`src/hdl/timer_regs.svh`:
```
// Register offsets, field positions, reset values and timing counts of the dual timer/counter.
// Assumes an 8-bit special-function register space addressed by the processor core.
`ifndef TIMER_REGS_SVH
`define TIMER_REGS_SVH

// Register offsets
`define TMR_CTRL_ADDR    8'h88
`define TMR_MODE_ADDR    8'h89
`define TMR_LOW_A_ADDR   8'h8A
`define TMR_LOW_B_ADDR   8'h8B
`define TMR_HIGH_A_ADDR  8'h8C
`define TMR_HIGH_B_ADDR  8'h8D
`define TMR_RATE_ADDR    8'h8E

// Control register fields
`define CTRL_OVF_B       7
`define CTRL_RUN_B       6
`define CTRL_OVF_A       5
`define CTRL_RUN_A       4
`define CTRL_EXT_B       3
`define CTRL_TYPE_B      2
`define CTRL_EXT_A       1
`define CTRL_TYPE_A      0

// Mode register fields
`define MODE_GATE_B      7
`define MODE_CT_B        6
`define MODE_SEL_B_HI    5
`define MODE_SEL_B_LO    4
`define MODE_GATE_A      3
`define MODE_CT_A        2
`define MODE_SEL_A_HI    1
`define MODE_SEL_A_LO    0

// Rate register fields
`define RATE_SEL_B       4
`define RATE_SEL_A       3

// Reset values
`define TMR_CTRL_RESET   8'h00
`define TMR_MODE_RESET   8'h00
`define TMR_RATE_RESET   8'h01
`define TMR_COUNT_RESET  8'h00

// Clocks per timer increment
`define TMR_DIV_SLOW     12
`define TMR_DIV_FAST     4

`endif

```
`src/hdl/timer_pkg.sv`:
```
// Types shared by the dual timer/counter files.
// Assumes nothing beyond a SystemVerilog compiler.
package timer_pkg;

  typedef enum logic [1:0] {
    MODE_13BIT,
    MODE_16BIT,
    MODE_RELOAD8,
    MODE_SPLIT
  } mode_t;

  typedef struct packed {
    logic [7:0] addr;
    logic [7:0] wdata;
    logic       wr;
    logic       rd;
  } sfr_req_t;

  typedef struct packed {
    logic ovf_b;
    logic ovf_a;
    logic ext_b;
    logic ext_a;
  } irq_flags_t;

  function automatic mode_t decode_mode(input logic [1:0] sel);
    mode_t m;
    m = MODE_13BIT;
    unique case (sel)
      2'h0: m = MODE_13BIT;
      2'h1: m = MODE_16BIT;
      2'h2: m = MODE_RELOAD8;
      2'h3: m = MODE_SPLIT;
    endcase
    return m;
  endfunction : decode_mode

endpackage : timer_pkg

```
`src/hdl/timer_channel.sv`:
```
// One timer/counter channel: low and high count registers, mode-dependent increment and rollover.
// Assumes a one-cycle count enable and register write strobes on the same clock.
`timescale 1ns/1ps
`default_nettype none
`include "timer_regs.svh"

module timer_channel (
  input  wire logic            clk,
  input  wire logic            rst_n,
  input  wire logic            count_en,
  input  wire logic            wr_low,
  input  wire logic            wr_high,
  input  wire logic [7:0]      wdata,
  input  wire timer_pkg::mode_t mode,
  output logic      [7:0]      count_low,
  output logic      [7:0]      count_high,
  output logic                 rollover
);

  logic [7:0] low_reg;
  logic [7:0] high_reg;
  logic [7:0] low_next;
  logic [7:0] high_next;

  wire full13 = (high_reg == 8'hFF) && (low_reg[4:0] == 5'h1F);
  wire full16 = (high_reg == 8'hFF) && (low_reg == 8'hFF);
  wire full8  = (low_reg == 8'hFF);
  wire step   = count_en && !wr_low && !wr_high;

  // Rollover on increment from the mode's all-ones count, except in split mode, which never rolls over
  always_comb begin
    rollover = 1'b0;
    unique case (mode)
      timer_pkg::MODE_13BIT:   rollover = step && full13;
      timer_pkg::MODE_16BIT:   rollover = step && full16;
      timer_pkg::MODE_RELOAD8: rollover = step && full8;
      timer_pkg::MODE_SPLIT:   rollover = 1'b0;
    endcase
  end

  always_comb begin
    low_next  = low_reg;
    high_next = high_reg;
    if (step) begin
      unique case (mode)
        timer_pkg::MODE_13BIT: begin
          low_next[4:0] = low_reg[4:0] + 5'h01;
          if (low_reg[4:0] == 5'h1F) begin
            high_next = high_reg + 8'h01;
          end
        end
        timer_pkg::MODE_16BIT: begin
          low_next = low_reg + 8'h01;
          if (full8) begin
            high_next = high_reg + 8'h01;
          end
        end
        timer_pkg::MODE_RELOAD8: begin
          low_next = full8 ? high_reg : low_reg + 8'h01;
        end
        timer_pkg::MODE_SPLIT: begin
          low_next = low_reg;
        end
      endcase
    end
    if (wr_low) begin
      low_next = wdata;
    end
    if (wr_high) begin
      high_next = wdata;
    end
  end

  always_ff @(posedge clk or negedge rst_n) begin
    if (!rst_n) begin
      low_reg  <= `TMR_COUNT_RESET;
      high_reg <= `TMR_COUNT_RESET;
    end else begin
      low_reg  <= low_next;
      high_reg <= high_next;
    end
  end

  assign count_low  = low_reg;
  assign count_high = high_reg;

endmodule : timer_channel

`default_nettype wire

```
`src/hdl/dual_timer_counter.sv`:
```
// Two timer/counters with their overflow and external interrupt flags, behind special-function registers.
// Assumes the core's register port and vector acknowledges run on clk; pins are asynchronous.
`timescale 1ns/1ps
`default_nettype none
`include "timer_regs.svh"

module dual_timer_counter #(
  parameter int DIV_SLOW = `TMR_DIV_SLOW,
  parameter int DIV_FAST = `TMR_DIV_FAST
) (
  input  wire logic                  clk,
  input  wire logic                  reset_n,
  input  wire timer_pkg::sfr_req_t   sfr_req,
  output logic [7:0]                 sfr_rdata,
  input  wire timer_pkg::irq_flags_t vector_ack,
  output timer_pkg::irq_flags_t      irq_flags,
  input  wire logic                  ext_irq_pin_a_n,
  input  wire logic                  ext_irq_pin_b_n,
  input  wire logic                  count_pin_a,
  input  wire logic                  count_pin_b,
  output logic                       overflow_pulse_a,
  output logic                       overflow_pulse_b
);

  if (DIV_FAST < 1 || DIV_SLOW <= DIV_FAST || DIV_SLOW > 255 || (DIV_SLOW % DIV_FAST) != 0) begin : gen_bad_div
    $error("dual_timer_counter: unsupported divider settings");
  end

  localparam logic [7:0] SLOW_LAST = 8'(DIV_SLOW - 1);
  localparam logic [7:0] FAST_MOD  = 8'(DIV_FAST);

  // Flag update: hardware set wins over software write and vector clear
  function automatic logic sticky_next(input logic flag, input logic set, input logic wr,
                                       input logic wbit, input logic ack);
    return set | (wr ? wbit : (flag & ~ack));
  endfunction : sticky_next

  // Reset release
  logic rst_meta_reg;
  logic rst_n;
  always_ff @(posedge clk or negedge reset_n) begin
    if (!reset_n) begin
      rst_meta_reg <= 1'b0;
      rst_n        <= 1'b0;
    end else begin
      rst_meta_reg <= 1'b1;
      rst_n        <= rst_meta_reg;
    end
  end

  // Pin synchronisers: 0 irq a, 1 irq b, 2 count a, 3 count b
  logic [3:0] sync1_reg;
  logic [3:0] sync2_reg;
  logic [3:0] sync3_reg;
  logic [3:0] level_reg;
  wire  [3:0] pins       = {count_pin_b, count_pin_a, ext_irq_pin_b_n, ext_irq_pin_a_n};
  wire  [3:0] agree      = ~(sync2_reg ^ sync3_reg);
  wire  [3:0] level_next = (agree & sync3_reg) | (~agree & level_reg);
  wire  [3:0] fall       = level_reg & ~level_next;

  always_ff @(posedge clk or negedge rst_n) begin
    if (!rst_n) begin
      sync1_reg <= 4'hF;
      sync2_reg <= 4'hF;
      sync3_reg <= 4'hF;
      level_reg <= 4'hF;
    end else begin
      sync1_reg <= pins;
      sync2_reg <= sync1_reg;
      sync3_reg <= sync2_reg;
      level_reg <= level_next;
    end
  end

  // Clock prescaler
  logic [7:0] presc_reg;
  wire        tick_slow = (presc_reg == SLOW_LAST);
  wire        tick_fast = ((8'(presc_reg + 8'h01) % FAST_MOD) == 8'h00);

  always_ff @(posedge clk or negedge rst_n) begin
    if (!rst_n) begin
      presc_reg <= 8'h00;
    end else begin
      presc_reg <= tick_slow ? 8'h00 : presc_reg + 8'h01;
    end
  end

  // Registers
  logic [7:0] ctrl_reg;
  logic [7:0] mode_reg;
  logic [7:0] rate_reg;
  logic [7:0] rdata_reg;
  logic       pulse_a_reg;
  logic       pulse_b_reg;

  wire wr_ctrl   = sfr_req.wr && (sfr_req.addr == `TMR_CTRL_ADDR);
  wire wr_mode   = sfr_req.wr && (sfr_req.addr == `TMR_MODE_ADDR);
  wire wr_rate   = sfr_req.wr && (sfr_req.addr == `TMR_RATE_ADDR);
  wire wr_low_a  = sfr_req.wr && (sfr_req.addr == `TMR_LOW_A_ADDR);
  wire wr_low_b  = sfr_req.wr && (sfr_req.addr == `TMR_LOW_B_ADDR);
  wire wr_high_a = sfr_req.wr && (sfr_req.addr == `TMR_HIGH_A_ADDR);
  wire wr_high_b = sfr_req.wr && (sfr_req.addr == `TMR_HIGH_B_ADDR);

  wire run_a  = ctrl_reg[`CTRL_RUN_A];
  wire run_b  = ctrl_reg[`CTRL_RUN_B];
  wire type_a = ctrl_reg[`CTRL_TYPE_A];
  wire type_b = ctrl_reg[`CTRL_TYPE_B];

  timer_pkg::mode_t mode_a;
  timer_pkg::mode_t mode_b;
  assign mode_a = timer_pkg::decode_mode(mode_reg[`MODE_SEL_A_HI:`MODE_SEL_A_LO]);
  assign mode_b = timer_pkg::decode_mode(mode_reg[`MODE_SEL_B_HI:`MODE_SEL_B_LO]);

  // Count enables
  wire gate_ok_a = !mode_reg[`MODE_GATE_A] || level_reg[0];
  wire gate_ok_b = !mode_reg[`MODE_GATE_B] || level_reg[1];
  wire tick_a    = rate_reg[`RATE_SEL_A] ? tick_fast : tick_slow;
  wire tick_b    = rate_reg[`RATE_SEL_B] ? tick_fast : tick_slow;
  wire src_a     = mode_reg[`MODE_CT_A] ? fall[2] : tick_a;
  wire src_b     = mode_reg[`MODE_CT_B] ? fall[3] : tick_b;
  wire inc_a     = run_a && gate_ok_a && src_a;
  wire inc_b     = run_b && gate_ok_b && src_b;

  logic [7:0] low_a;
  logic [7:0] high_a;
  logic [7:0] low_b;
  logic [7:0] high_b;
  logic       roll_a;
  logic       roll_b;

  timer_channel u_chan_a (
    .clk        (clk),
    .rst_n      (rst_n),
    .count_en   (inc_a),
    .wr_low     (wr_low_a),
    .wr_high    (wr_high_a),
    .wdata      (sfr_req.wdata),
    .mode       (mode_a),
    .count_low  (low_a),
    .count_high (high_a),
    .rollover   (roll_a)
  );

  timer_channel u_chan_b (
    .clk        (clk),
    .rst_n      (rst_n),
    .count_en   (inc_b),
    .wr_low     (wr_low_b),
    .wr_high    (wr_high_b),
    .wdata      (sfr_req.wdata),
    .mode       (mode_b),
    .count_low  (low_b),
    .count_high (high_b),
    .rollover   (roll_b)
  );

  // Flag next values
  wire ovf_b_next = sticky_next(ctrl_reg[`CTRL_OVF_B], roll_b, wr_ctrl,
                                sfr_req.wdata[`CTRL_OVF_B], vector_ack.ovf_b);
  wire ovf_a_next = sticky_next(ctrl_reg[`CTRL_OVF_A], roll_a, wr_ctrl,
                                sfr_req.wdata[`CTRL_OVF_A], vector_ack.ovf_a);
  wire ext_b_edge = sticky_next(ctrl_reg[`CTRL_EXT_B], fall[1], wr_ctrl,
                                sfr_req.wdata[`CTRL_EXT_B], vector_ack.ext_b);
  wire ext_a_edge = sticky_next(ctrl_reg[`CTRL_EXT_A], fall[0], wr_ctrl,
                                sfr_req.wdata[`CTRL_EXT_A], vector_ack.ext_a);
  wire ext_b_next = type_b ? ext_b_edge : !level_reg[1];
  wire ext_a_next = type_a ? ext_a_edge : !level_reg[0];

  wire [7:0] ctrl_next = {ovf_b_next,
                          wr_ctrl ? sfr_req.wdata[`CTRL_RUN_B] : run_b,
                          ovf_a_next,
                          wr_ctrl ? sfr_req.wdata[`CTRL_RUN_A] : run_a,
                          ext_b_next,
                          wr_ctrl ? sfr_req.wdata[`CTRL_TYPE_B] : type_b,
                          ext_a_next,
                          wr_ctrl ? sfr_req.wdata[`CTRL_TYPE_A] : type_a};

  // Read mux, unmapped offsets read zero
  wire [7:0] rd_mux = (sfr_req.addr == `TMR_CTRL_ADDR)   ? ctrl_reg :
                      (sfr_req.addr == `TMR_MODE_ADDR)   ? mode_reg :
                      (sfr_req.addr == `TMR_RATE_ADDR)   ? rate_reg :
                      (sfr_req.addr == `TMR_LOW_A_ADDR)  ? low_a :
                      (sfr_req.addr == `TMR_LOW_B_ADDR)  ? low_b :
                      (sfr_req.addr == `TMR_HIGH_A_ADDR) ? high_a :
                      (sfr_req.addr == `TMR_HIGH_B_ADDR) ? high_b : 8'h00;

  always_ff @(posedge clk or negedge rst_n) begin
    if (!rst_n) begin
      ctrl_reg    <= `TMR_CTRL_RESET;
      mode_reg    <= `TMR_MODE_RESET;
      rate_reg    <= `TMR_RATE_RESET;
      rdata_reg   <= 8'h00;
      pulse_a_reg <= 1'b0;
      pulse_b_reg <= 1'b0;
    end else begin
      ctrl_reg    <= ctrl_next;
      mode_reg    <= wr_mode ? sfr_req.wdata : mode_reg;
      rate_reg    <= wr_rate ? sfr_req.wdata : rate_reg;
      rdata_reg   <= sfr_req.rd ? rd_mux : rdata_reg;
      pulse_a_reg <= roll_a;
      pulse_b_reg <= roll_b;
    end
  end

  assign sfr_rdata        = rdata_reg;
  assign overflow_pulse_a = pulse_a_reg;
  assign overflow_pulse_b = pulse_b_reg;
  assign irq_flags        = '{ovf_b: ctrl_reg[`CTRL_OVF_B], ovf_a: ctrl_reg[`CTRL_OVF_A],
                              ext_b: ctrl_reg[`CTRL_EXT_B], ext_a: ctrl_reg[`CTRL_EXT_A]};
endmodule : dual_timer_counter

`default_nettype wire

```
`config.mk`:
```
export PLATFORM = sky130hd
export DESIGN_NAME = dual_timer_counter
export DESIGN_NICKNAME = d
export VERILOG_FILES = /design/src/hdl/timer_pkg.sv /design/src/hdl/timer_channel.sv /design/src/hdl/dual_timer_counter.sv
export VERILOG_INCLUDE_DIRS = /design/src /design/src/hdl
export SDC_FILE = /design/constraint.sdc
export NUM_CORES = 1
export LEC_CHECK = 0
export ABC_AREA = 1
export BUFFER_PORTS_ARGS = -buffer_cell sky130_fd_sc_hd__clkbuf_2
export CAP_MARGIN = 0
export CORE_ASPECT_RATIO = 0.75
export CORE_MARGIN = 5
export CORE_UTILIZATION = 35
export DETAILED_ROUTE_END_ITERATION = 10
export SYNTH_ARGS = -nofsm -noshare
export SYNTH_HDL_FRONTEND = slang
export SYNTH_HIERARCHICAL = 1
export SYNTH_SLANG_ARGS = --single-unit
export TNS_END_PERCENT = 30
```
`constraint.sdc`:
```
create_clock -name clk -period 5.95 [get_ports clk]
set_input_delay 1.785 -clock clk [delete_from_list [all_inputs] [get_ports clk]]
set_output_delay 1.785 -clock clk [all_outputs]
set_load 0.05 [all_outputs]
```
==> results.py, run 1 <==
metrics = {
    "global_route": {
        "gr-total-overflow": 0,
        "grt_start_max_net_pins": 74,
        "first_global_vias": 4796,
        "grt_first_pass_wirelength_mm": 27.1,
        "antenna_found_initial": 0,
        "track_usage_pct": 17.6,
    },
    "critical_path": {
        "critPathBufInv": 4,
        "setup.reg_to_reg.worst_slack_ns": 3.42,
        "startpoint_type": "input pin",
        "worst_path_max_delay_cell": "sky130_fd_sc_hd__inv_1",
        "timing.critical_path.slowest_cell_delay_ns": 0.35,
        "cp_cell_sequence": "clkbuf_2, inv_1, nand2_1, nor4_1, buf_4, inv_2, nand2_1, nor3_2, nor2_2, a21oi_1, nand2_1, nand2_1",
        "required_ns": 6.19,
        "setup.worst_path.class": "in2reg",
        "kind_of_cell_adding_the_most_delay_to_the_critical_path": "simple AND/OR/NAND/NOR gates",
        "crit_path_end_kind": "flop",
        "highest_fanout_seen_on_the_critical_path": 11,
        "cpMostUsedCell": "sky130_fd_sc_hd__nand2_1",
        "arrival_ns": 3.88,
    },
    "sta": {
        "setup_viol": 0,
        "max_slew.worst_pin.slew_ns": 0.984,
        "period_share_pct": 61.2,
        "worst_slack_ns": 2.31,
        "clock_skew_ns": 0.0139,
        "fmax_mhz": 274,
        "finalWorstPathRequiredPeriod_ns": 3.64,
        "timing.max_slew.rel_slack_pct": 34.4,
        "maxSlewViolCount": 0,
        "setup-tns-final_ns": 0,
        "hold_viol_final": 0,
        "grt_setup_unrepaired": "no",
    },
    "synthesis": {
        "yosysUniqueCellTypes": 41,
        "synthAdderAreaFrac_pct": 3.48,
        "synth-compound-area-share_pct": 8.76,
        "synthArstFlopShare_pct": 100,
        "mappedNetlistArea_um2": 5970,
        "synth_xor_area_share_pct": 1.61,
        "number_of_enable_type_register_cells_in_the_synthesized_netlist": 0,
        "ys_seq_area_share_pct": 38.9,
        "synth.avg_cell_area_um2": 7.58,
        "synth_ff_type": "sky130_fd_sc_hd__dfrtp_1",
        "synth_seq_cells": 92,
        "synth_top_family_by_area": "simple AND/OR/NAND/NOR gates",
        "synthesis.instances": 788,
        "net_count_of_the_mapped_netlist": 831,
        "multiplexer_share_of_the_synthesized_area_pct": 0,
        "yosys_warnings": 6,
        "synth_simple_gate_area_share_pct": 37.1,
    },
    "final_layout": {
        "layout.filler_cells": 1747,
        "most_frequent_cells_in_the_layout": "221 x sky130_fd_sc_hd__nand2_1, 94 x sky130_fd_sc_hd__inv_1, 91 x sky130_fd_sc_hd__nand3_1",
        "area_delta_synth_final_pct": 10.1,
        "insertedDiodeCount": 0,
        "layout.cells.most_common": "sky130_fd_sc_hd__nand2_1",
        "post-route-cell-area_um2": 6580,
        "design.final.nets": 861,
        "multi_input_area_um2": 3050,
        "share_of_layout_cells_above_drive_strength_1_pct": 18.3,
        "ff_latch_area_um2": 2330,
    },
    "clocking": {
        "count_of_buffers_added_by_post_cts_timing_repair_for_setup": 0,
        "cts.hold.buffers_added": 0,
        "tritoncts_clock_tree": "built",
        "clock_latency_ns": 0.36,
        "numCtsBuffers": 9,
        "clock_tree.htree_level_count": 3,
        "clock_sinks": 92,
        "clock_tree.root_cell": "sky130_fd_sc_hd__clkbuf_16",
        "cts.path.max_buffers": 2,
        "post_cts.resized_instances": 0,
        "clkTransAtPathRegs_ns": 0.07,
    },
    "pwr": {
        "internal_cell_power_w": 0.000989,
        "ir_worst_vdd_v": 0.000114,
        "p_clk_share_pct": 42.0,
        "finalPower_w": 0.00139,
        "power_switching_w": 0.000403,
        "p_sw_share_pct": 29.0,
        "static-leakage-power_nw": 3.38,
        "power.density_nw_per_um2": 212,
        "sequentialPowerShare_pct": 48.8,
        "p_comb_share_pct": 9.2,
    },
    "routing": {
        "drt-wirelength-per-cell_um": 16.5,
        "detailedRoute.firstPassIterationCount": 6,
        "num_vias": 5267,
        "route.detailed.drc": 0,
        "drt_wl_total_mm": 17.1,
        "postRouteAntennaNets": 0,
        "vias_per_cell": 5.07,
        "drc_violation_total_after_the_first_tritonroute_iteration": 552,
    },
    "floorplanning": {
        "starting_density_of_the_core_pct": 35.6,
        "ioPinCount": 42,
        "die_h_um": 123,
        "chipWidth_um": 161,
        "placeableCoreArea_um2": 16800,
        "floorplan.die_area_um2": 19800,
        "fp-row-count": 41,
    },
    "place": {
        "dpl_worst_slack_ns": 1.97,
        "final_gp_congestion": 0.917,
        "dp_hpwl_mm": 12.7,
        "placed_cell_area_um2": 6280,
        "port_buffers": 41,
    },
    "run": {
        "cap_violations": 0,
    },
    "status": {
        "run_status": "completed",
    },
    "hold_path": {
        "holdCritPathClass": "reg2async",
    },
}
-- final timing paths --
| check | startpoint | end | depth (start not counted) |
|---|---|---|---|
| min reg2reg | rst_n$_DFF_PN0_ | u_chan_a/count_high[4]$_DFFE_PN0P_ | 0 |
| min in group clk | rst_meta_reg$_DFF_PN0_ | rst_n$_DFF_PN0_ | 0 |
| max | sfr_req[10] | u_chan_a/count_low[4]$_DFFE_PN0P_ | 12 |
| max reg2reg | presc_reg[0]$_DFF_PN0_ | u_chan_a/count_high[0]$_DFFE_PN0P_ | 11 |
| min | rst_n$_DFF_PN0_ | u_chan_a/count_high[4]$_DFFE_PN0P_ | 0 |
| max in group asynchronous | rst_n$_DFF_PN0_ | u_chan_a/count_low[4]$_DFFE_PN0P_ | 1 |
-- power by group through the flow --
stage	logic (W)	registers, W	clock network [W]
3_5_place_dp	0.000127	0.000691	0
2_1_floorplan	0.0000853	0.000687	0
5_1_grt	0.000143	0.000684	0.000625
6_report	0.000128	0.000679	0.000585
3_3_place_gp	0.000126	0.000690	0
4_1_cts	0.000128	0.000679	0.000601
-- through the flow --
stage	utilization, %	hold slack, ns	std cells
floorplan	-	0.331	788
CTS	39.2	0.204	1038
global route	39.2	0.220	1038
detailed placement	37.4	0.198	1022
finish	39.2	0.190	1038
global placement	37.4	0.195	1022
-- kinds of logic (layout without fill, tap and decap cells) --
family          after synthesis  count (layout)
xor+xnor                     11              11
fa+ha+maj                    17              17
simple gates                458             458
other cells                   1               1
flops                        92              92
compound gates               80              80
buf+inv                     129             164
-- layout make-up --
cell class	instances	area share, %
inverter	101	5.84
multi-input combinational	567	46.3
sequential	92	35.4
clock buffer	9	3.43
clock inverter	7	1.12
timing repair buffer	47	3.81
tap	215	4.09
-- routing by layer --
| layer | GRT usage [%] | vias up | share of wire (%) |
|---|---|---|---|
| li1 | - | 2599 | - |
| met1 | 28.0 | 2458 | 52 |
| met2 | 23.2 | 196 | 38 |
| met3 | 5.36 | 14 | 9.3 |
| met4 | 3.09 | 0 | 0.75 |
| met5 | 0 | - | 0 |
-- worst register-to-register path: stages, from the launching register on --
cell and delay (ns):
sky130_fd_sc_hd__dfrtp_1 0.39, sky130_fd_sc_hd__ha_1 0.26, sky130_fd_sc_hd__nand4_1 0.13, sky130_fd_sc_hd__nor4_2 0.51
sky130_fd_sc_hd__nor3_1 0.09, sky130_fd_sc_hd__nor2_1 0.27, sky130_fd_sc_hd__nand2_1 0.18, sky130_fd_sc_hd__a21oi_2 0.19
sky130_fd_sc_hd__o211ai_4 0.17, sky130_fd_sc_hd__nand2_4 0.15, sky130_fd_sc_hd__nand2_1 0.06, sky130_fd_sc_hd__nand2_1 0.06
-- synthesized netlist by cell type, types with 3 or more instances --
master                        n  share of area [%]
sky130_fd_sc_hd__dfstp_2     17                7.5
sky130_fd_sc_hd__nor2_1      62                3.9
sky130_fd_sc_hd__or2_2        4               0.42
sky130_fd_sc_hd__nand4_1     20                2.1
sky130_fd_sc_hd__o21ai_0     25                2.1
sky130_fd_sc_hd__nand3b_1     8                1.0
sky130_fd_sc_hd__buf_6        7                1.3
sky130_fd_sc_hd__nand3_1     91                7.6
sky130_fd_sc_hd__buf_2        5               0.42
sky130_fd_sc_hd__buf_4        8                1.0
sky130_fd_sc_hd__o21ai_1     11               0.92
sky130_fd_sc_hd__nor2_4       8                1.5
sky130_fd_sc_hd__inv_1       94                5.9
sky130_fd_sc_hd__ha_1        15                3.1
sky130_fd_sc_hd__a21oi_1     18                1.5
sky130_fd_sc_hd__clkbuf_1     4               0.25
sky130_fd_sc_hd__inv_2        6               0.38
sky130_fd_sc_hd__nand2_4     10                1.9
sky130_fd_sc_hd__o21ai_2     13                1.9
sky130_fd_sc_hd__nand2_2      9               0.94
sky130_fd_sc_hd__nor2_2       6               0.63
sky130_fd_sc_hd__dfrtp_1     75                 31
sky130_fd_sc_hd__nand2_1    221                 14
sky130_fd_sc_hd__o2111ai_1    8                1.2
sky130_fd_sc_hd__nor2_8       3                1.0
sky130_fd_sc_hd__nor4_1       3               0.31
sky130_fd_sc_hd__nor3_1       8               0.67
sky130_fd_sc_hd__xor2_1       9                1.3
No activity file was read; power rests on OpenSTA's default activity.
==> run 2: changes to the inputs <==
clock period = 3.09 ns   (was 5.95 ns; I/O delays follow)
==> results.py, run 2 (synthesis gave the netlist of run 1 again) <==
metrics = {
    "place": {
        "dp_hpwl_mm": 12.4,
        "placed_cells": 1027,
        "final_gp_congestion": 0.860,
        "port_buffers": 41,
    },
    "sta": {
        "finalHoldWorstSlack_ns": 0.347,
        "setup_viol": 0,
        "max_slew.worst_pin.slew_ns": 0.775,
        "setup-tns-final_ns": 0,
        "grt_setup_unrepaired": "no",
        "hold_viol_final": 0,
        "timing.max_slew.rel_slack_pct": 48.4,
        "clock_skew_ns": 0.0134,
        "period_share_pct": 80.9,
        "maxSlewViolCount": 0,
        "finalWorstPathRequiredPeriod_ns": 2.50,
        "fmax_mhz": 400,
    },
    "routing": {
        "drt-wirelength-per-cell_um": 15.7,
        "detailedRoute.firstPassIterationCount": 5,
        "drt_wl_total_mm": 16.4,
        "drc_violation_total_after_the_first_tritonroute_iteration": 441,
        "route.detailed.drc": 0,
        "vias_per_cell": 4.99,
        "num_vias": 5207,
        "postRouteAntennaNets": 0,
    },
    "floorplanning": {
        "chipWidth_um": 161,
        "fp-row-count": 41,
        "starting_density_of_the_core_pct": 35.6,
        "floorplan.die_area_um2": 19800,
        "placeableCoreArea_um2": 16800,
        "ioPinCount": 42,
        "die_h_um": 123,
    },
    "critical_path": {
        "required_ns": 3.33,
        "crit_path_end_kind": "flop",
        "cpMostUsedCell": "sky130_fd_sc_hd__nand2_1",
        "setup.worst_path.class": "in2reg",
        "cp_cell_sequence": "clkbuf_2, inv_1, nor4_1, inv_2, nand2_1, nor3_2, nor2_2, a21oi_1, nand2_1, nand2_1",
        "arrival_ns": 2.74,
        "highest_fanout_seen_on_the_critical_path": 11,
        "startpoint_type": "input pin",
        "worst_path_max_delay_cell": "sky130_fd_sc_hd__nor4_1",
        "timing.critical_path.slowest_cell_delay_ns": 0.48,
    },
    "global_route": {
        "track_usage_pct": 17.1,
        "grt_start_max_net_pins": 56,
        "first_global_vias": 4763,
        "gr-total-overflow": 0,
        "antenna_found_initial": 0,
        "grt_first_pass_wirelength_mm": 26.5,
    },
    "clocking": {
        "numCtsBuffers": 9,
        "cts.path.max_buffers": 2,
        "clkTransAtPathRegs_ns": 0.07,
        "clock_tree.root_cell": "sky130_fd_sc_hd__clkbuf_16",
        "count_of_buffers_added_by_post_cts_timing_repair_for_setup": 0,
        "cts.hold.buffers_added": 0,
        "clock_latency_ns": 0.35,
        "tritoncts_clock_tree": "built",
        "clock_tree.htree_level_count": 3,
        "clock_sinks": 92,
        "post_cts.resized_instances": 0,
    },
    "pwr": {
        "static-leakage-power_nw": 3.42,
        "power.density_nw_per_um2": 416,
        "finalPower_w": 0.00276,
        "ir_worst_vdd_v": 0.000269,
    },
    "final_layout": {
        "multi_input_area_um2": 3050,
        "share_of_layout_cells_above_drive_strength_1_pct": 18.8,
        "most_frequent_cells_in_the_layout": "221 x sky130_fd_sc_hd__nand2_1, 94 x sky130_fd_sc_hd__inv_1, 91 x sky130_fd_sc_hd__nand3_1",
        "utilization_pct": 39.6,
        "layout.filler_cells": 1730,
        "area_delta_synth_final_pct": 11.3,
        "layout.cells.most_common": "sky130_fd_sc_hd__nand2_1",
        "ff_latch_area_um2": 2330,
        "finish.cell_count_without_fillers": 1043,
        "design.final.nets": 866,
        "insertedDiodeCount": 0,
    },
    "hold_path": {
        "holdCritPathClass": "in2async",
    },
    "run": {
        "cap_violations": 0,
    },
    "status": {
        "run_status": "completed",
    },
}
==> run 2: changes by cell type in the layout (fill, tap and decap cells not counted), sizes merged <==
cell	before	now
clkinv	2	1
buf	6	11
bufinv	0	1
==> run 2: layout make-up <==
cell class,count,area share [%]
clock buffers,9,3.39
clock inverters,7,1.43
inverters,101,5.78
multi-input cells,567,45.8
flip-flops and latches,92,35.0
well taps,215,4.05
repair buffers,52,4.52
==> run 2: power breakdown <==
group	internal (W)	total [W]	leakage [nW]	switching (W)
combinational	0.0000765	0.000240	2.06	0.000163
clock	0.000655	0.00121	0.158	0.000552
sequential	0.00126	0.00131	1.21	0.0000588
total	0.00199	0.00276	3.42	0.000774
==> run 2: worst max-delay path: cells and delay by family <==
| kind | cells | cell delay [ns] |
|---|---|---|
| simple gates | 6 | 1.18 |
| buf+inv | 3 | 0.55 |
| compound gates | 1 | 0.08 |
==> run 2: final timing paths <==
| path | depth (start not counted) | slack (ns) | to | from |
|---|---|---|---|---|
| max | 10 | 0.59 | u_chan_a/count_low[3]$_DFFE_PN0P_ | sfr_req[1] |
| min | 1 | 0.35 | rst_n$_DFF_PN0_ | reset_n |
| max reg2reg | 11 | 0.65 | ctrl_reg[5]$_DFF_PN0_ | presc_reg[0]$_DFF_PN0_ |
| min reg2reg | 0 | 0.35 | rst_n$_DFF_PN0_ | rst_meta_reg$_DFF_PN0_ |
| max in group asynchronous | 1 | 1.95 | sync1_reg[2]$_DFF_PN1_ | rst_n$_DFF_PN0_ |
| min in group clk | 0 | 0.35 | rst_n$_DFF_PN0_ | rst_meta_reg$_DFF_PN0_ |
==> run 2: metal layers <==
| metal | track usage, % | vias up | part of all wire, % |
|---|---|---|---|
| li1 | - | 2610 | - |
| met3 | 4.43 | 18 | 8.2 |
| met4 | 3.68 | 0 | 1.5 |
| met1 | 27.8 | 2399 | 53 |
| met5 | 0 | - | 0 |
| met2 | 22.2 | 180 | 37 |
==> run 2: stage by stage <==
stage          cell area [um^2]  worst slack, ns
2_1_floorplan              5970            0.367
3_3_place_gp               6330            0.282
3_5_place_dp               6330            0.244
4_1_cts                    6650            0.600
5_1_grt                    6650            0.391
6_report                   6650            0.589
==> run 3: changes to the inputs <==
ABC_AREA = 0   (was 1)
clock period = 2.37 ns   (was 3.09 ns; I/O delays follow)
==> results.py, run 3 <==
metrics = {
    "routing": {
        "detailedRoute.firstPassIterationCount": 6,
        "drc_violation_total_after_the_first_tritonroute_iteration": 397,
        "route.detailed.drc": 0,
        "drt_wl_total_mm": 17.9,
        "postRouteAntennaNets": 0,
        "drt-wirelength-per-cell_um": 20.5,
        "vias_per_cell": 5.77,
        "num_vias": 5053,
    },
    "sta": {
        "finalHoldWorstSlack_ns": 0.147,
        "finalWorstPathRequiredPeriod_ns": 2.60,
        "maxSlewViolCount": 0,
        "worst_slack_ns": -0.227,
        "setup-tns-final_ns": -2.73,
        "clock_skew_ns": 0.0109,
        "period_share_pct": 110,
        "setup_viol": 26,
        "fmax_mhz": 385,
        "grt_setup_unrepaired": "yes",
        "max_slew.worst_pin.slew_ns": 0.538,
        "hold_viol_final": 0,
        "timing.max_slew.rel_slack_pct": 63.2,
    },
    "status": {
        "failing_checks": "setup timing",
        "run_status": "finished with violations",
    },
    "critical_path": {
        "setup.reg_to_reg.worst_slack_ns": -0.23,
        "required_ns": 2.63,
        "crit_path_end_kind": "flop",
        "worst-r2r-cell-count": 9,
        "startpoint_type": "flop",
        "crit-reg2reg-capture": "u_chan_b/count_high[5]$_DFFE_PN0P_",
        "r2r_start": "presc_reg[5]$_DFF_PN0_",
        "cpMostUsedCell": "sky130_fd_sc_hd__a211oi_1",
        "cp_cell_sequence": "or3_4, nor4_4, a211oi_1, a211oi_1, buf_4, inv_2, nor4b_4, or4b_4, a31oi_1",
        "setup.worst_path.class": "reg2reg",
        "worst_path_max_delay_cell": "sky130_fd_sc_hd__or4b_4",
        "highest_fanout_seen_on_the_critical_path": 4,
        "arrival_ns": 2.85,
        "timing.critical_path.slowest_cell_delay_ns": 0.49,
    },
    "final_layout": {
        "most_frequent_cells_in_the_layout": "74 x sky130_fd_sc_hd__dfrtp_1, 68 x sky130_fd_sc_hd__buf_4, 41 x sky130_fd_sc_hd__clkbuf_2",
        "design.final.nets": 704,
        "insertedDiodeCount": 0,
        "share_of_layout_cells_above_drive_strength_1_pct": 32.9,
        "post-route-cell-area_um2": 7020,
        "layout.cells.most_common": "sky130_fd_sc_hd__dfrtp_1",
        "area_delta_synth_final_pct": 23.0,
        "utilization_pct": 43.9,
    },
    "global_route": {
        "first_global_vias": 5055,
        "antenna_found_initial": 0,
        "grt_start_max_net_pins": 31,
        "grt_first_pass_wirelength_mm": 28.8,
        "track_usage_pct": 19.3,
        "gr-total-overflow": 0,
    },
    "synthesis": {
        "number_of_enable_type_register_cells_in_the_synthesized_netlist": 0,
        "yosys_warnings": 6,
        "synth_most_common_cell": "sky130_fd_sc_hd__dfrtp_1",
        "synth.avg_cell_area_um2": 9.93,
        "mappedNetlistArea_um2": 5710,
        "synth_top_cell_area_share_pct": 32.9,
        "yosysUniqueCellTypes": 70,
        "synth_ff_type": "sky130_fd_sc_hd__dfrtp_1",
        "ys_seq_area_share_pct": 40.7,
        "synth.top_cells.by_count": "75 x sky130_fd_sc_hd__dfrtp_1, 37 x sky130_fd_sc_hd__nor2_1, 31 x sky130_fd_sc_hd__nand3_1",
        "synth_seq_cells": 92,
        "net_count_of_the_mapped_netlist": 618,
        "synthesis.instances": 575,
        "synth_top_cell_by_area": "sky130_fd_sc_hd__dfrtp_1",
        "synth.top_cells.by_area": "sky130_fd_sc_hd__dfrtp_1 33%, sky130_fd_sc_hd__dfstp_2 7.8%, sky130_fd_sc_hd__mux2_2 5.5%",
        "synthArstFlopShare_pct": 100,
    },
    "clocking": {
        "clock_tree.root_cell": "sky130_fd_sc_hd__clkbuf_16",
        "numCtsBuffers": 9,
        "clock_tree.htree_level_count": 3,
        "clock_latency_ns": 0.34,
        "tritoncts_clock_tree": "built",
        "cts.path.max_buffers": 2,
        "clock_sinks": 92,
        "clkTransAtPathRegs_ns": 0.07,
    },
    "floorplanning": {
        "ioPinCount": 42,
        "fp-row-count": 40,
        "placeableCoreArea_um2": 16000,
        "floorplan.die_area_um2": 19000,
        "die_h_um": 121,
        "chipWidth_um": 158,
        "starting_density_of_the_core_pct": 35.7,
    },
    "hold_path": {
        "holdCritPathClass": "in2async",
    },
    "pwr": {
        "ir_worst_vdd_v": 0.000347,
        "power.density_nw_per_um2": 560,
        "static-leakage-power_nw": 3.13,
    },
    "place": {
        "dpl_worst_slack_ns": -0.402,
        "dp_hpwl_mm": 13.4,
        "port_buffers": 41,
        "placed_cell_area_um2": 6470,
        "final_gp_congestion": 0.920,
    },
    "run": {
        "cap_violations": 0,
    },
}
-- run 3: cell types whose count changed after synthesis, sizes merged, moves of 10 or more --
cell / change
nand2: -215
nand3: -61
mux2: +28
inv: -78
a31oi: +28
mux2i: +15
nor2: -41
or4: +10
o21ai: -22
nor2b: +21
nand4: -11
-- run 3: cell families after synthesis --
| logic type | after synthesis | share of synthesized area [%] |
|---|---|---|
| xor+xnor | 8 | 1.23 |
| flops | 92 | 40.7 |
| simple gates | 200 | 20.7 |
| mux | 43 | 8.15 |
| other cells | 1 | 0.0657 |
| fa+ha+maj | 19 | 3.99 |
| buf+inv | 62 | 5.85 |
| compound gates | 150 | 19.4 |
-- run 3: worst max-delay path by stage --
stage                                       from                            endpoint  slack (ns)  depth (start not counted)
after floorplan           presc_reg[4]$_DFF_PN0_  u_chan_b/count_high[2]$_DFFE_PN0P_       -0.21                          9
after global placement    presc_reg[4]$_DFF_PN0_  u_chan_a/count_high[6]$_DFFE_PN0P_       -0.34                          9
after detailed placement  presc_reg[4]$_DFF_PN0_  u_chan_a/count_high[0]$_DFFE_PN0P_       -0.40                         10
after CTS                 presc_reg[5]$_DFF_PN0_  u_chan_b/count_high[5]$_DFFE_PN0P_       -0.20                          9
after global routing      presc_reg[4]$_DFF_PN0_  u_chan_a/count_high[7]$_DFFE_PN0P_       -0.40                         10
final                     presc_reg[5]$_DFF_PN0_  u_chan_b/count_high[5]$_DFFE_PN0P_       -0.23                          9
-- run 3: what timing repair did --
item | in CTS | in global routing
pin swaps | 19 | 10
setup buffers | 4 | 2
gates resized for setup | 27 | 17
cloned | 1 | 0
endpoints found under the setup margin | 34 | 34
hold buffers | 0 | 0
-- run 3: power by group --
part,internal [W],switching [W]
sequential,0.00169,0.000161
combinational,0.000267,0.000348
clock,0.000830,0.000640
-- run 3: worst max-delay path: cells and delay by family, from the launching register on --
family | cells | cell delay, ns
AND/OR/NAND/NOR | 4 | 1.33
AO/OA/AOI/OAI | 3 | 0.57
flip-flops | 1 | 0.39
buffers and inverters | 2 | 0.23
-- run 3: cell type report --
| type | count | area [um^2] |
|---|---|---|
| fill | 1538 | 8990 |
| multi-input combinational | 422 | 3260 |
| sequential | 92 | 2330 |
| timing repair buffer | 113 | 787 |
| tap | 210 | 263 |
| clock buffer | 10 | 229 |
| inverter | 23 | 88.8 |
| clock inverter | 6 | 70.1 |
-- run 3: metrics by stage --
stage                     std cells  power, W
after global routing            876   0.00411
after detailed placement        853   0.00246
after global placement          853   0.00244
after CTS                       874   0.00396
after floorplan                 575   0.00219
final                           876   0.00393
-- run 3: routing by layer --
metal	up-vias	share of wire [%]	track usage [%]
li1	2346	-	-
met5	-	0	0
met1	2487	49	29.7
met2	194	42	27.3
met3	26	7.7	4.40
met4	0	1.4	4.51
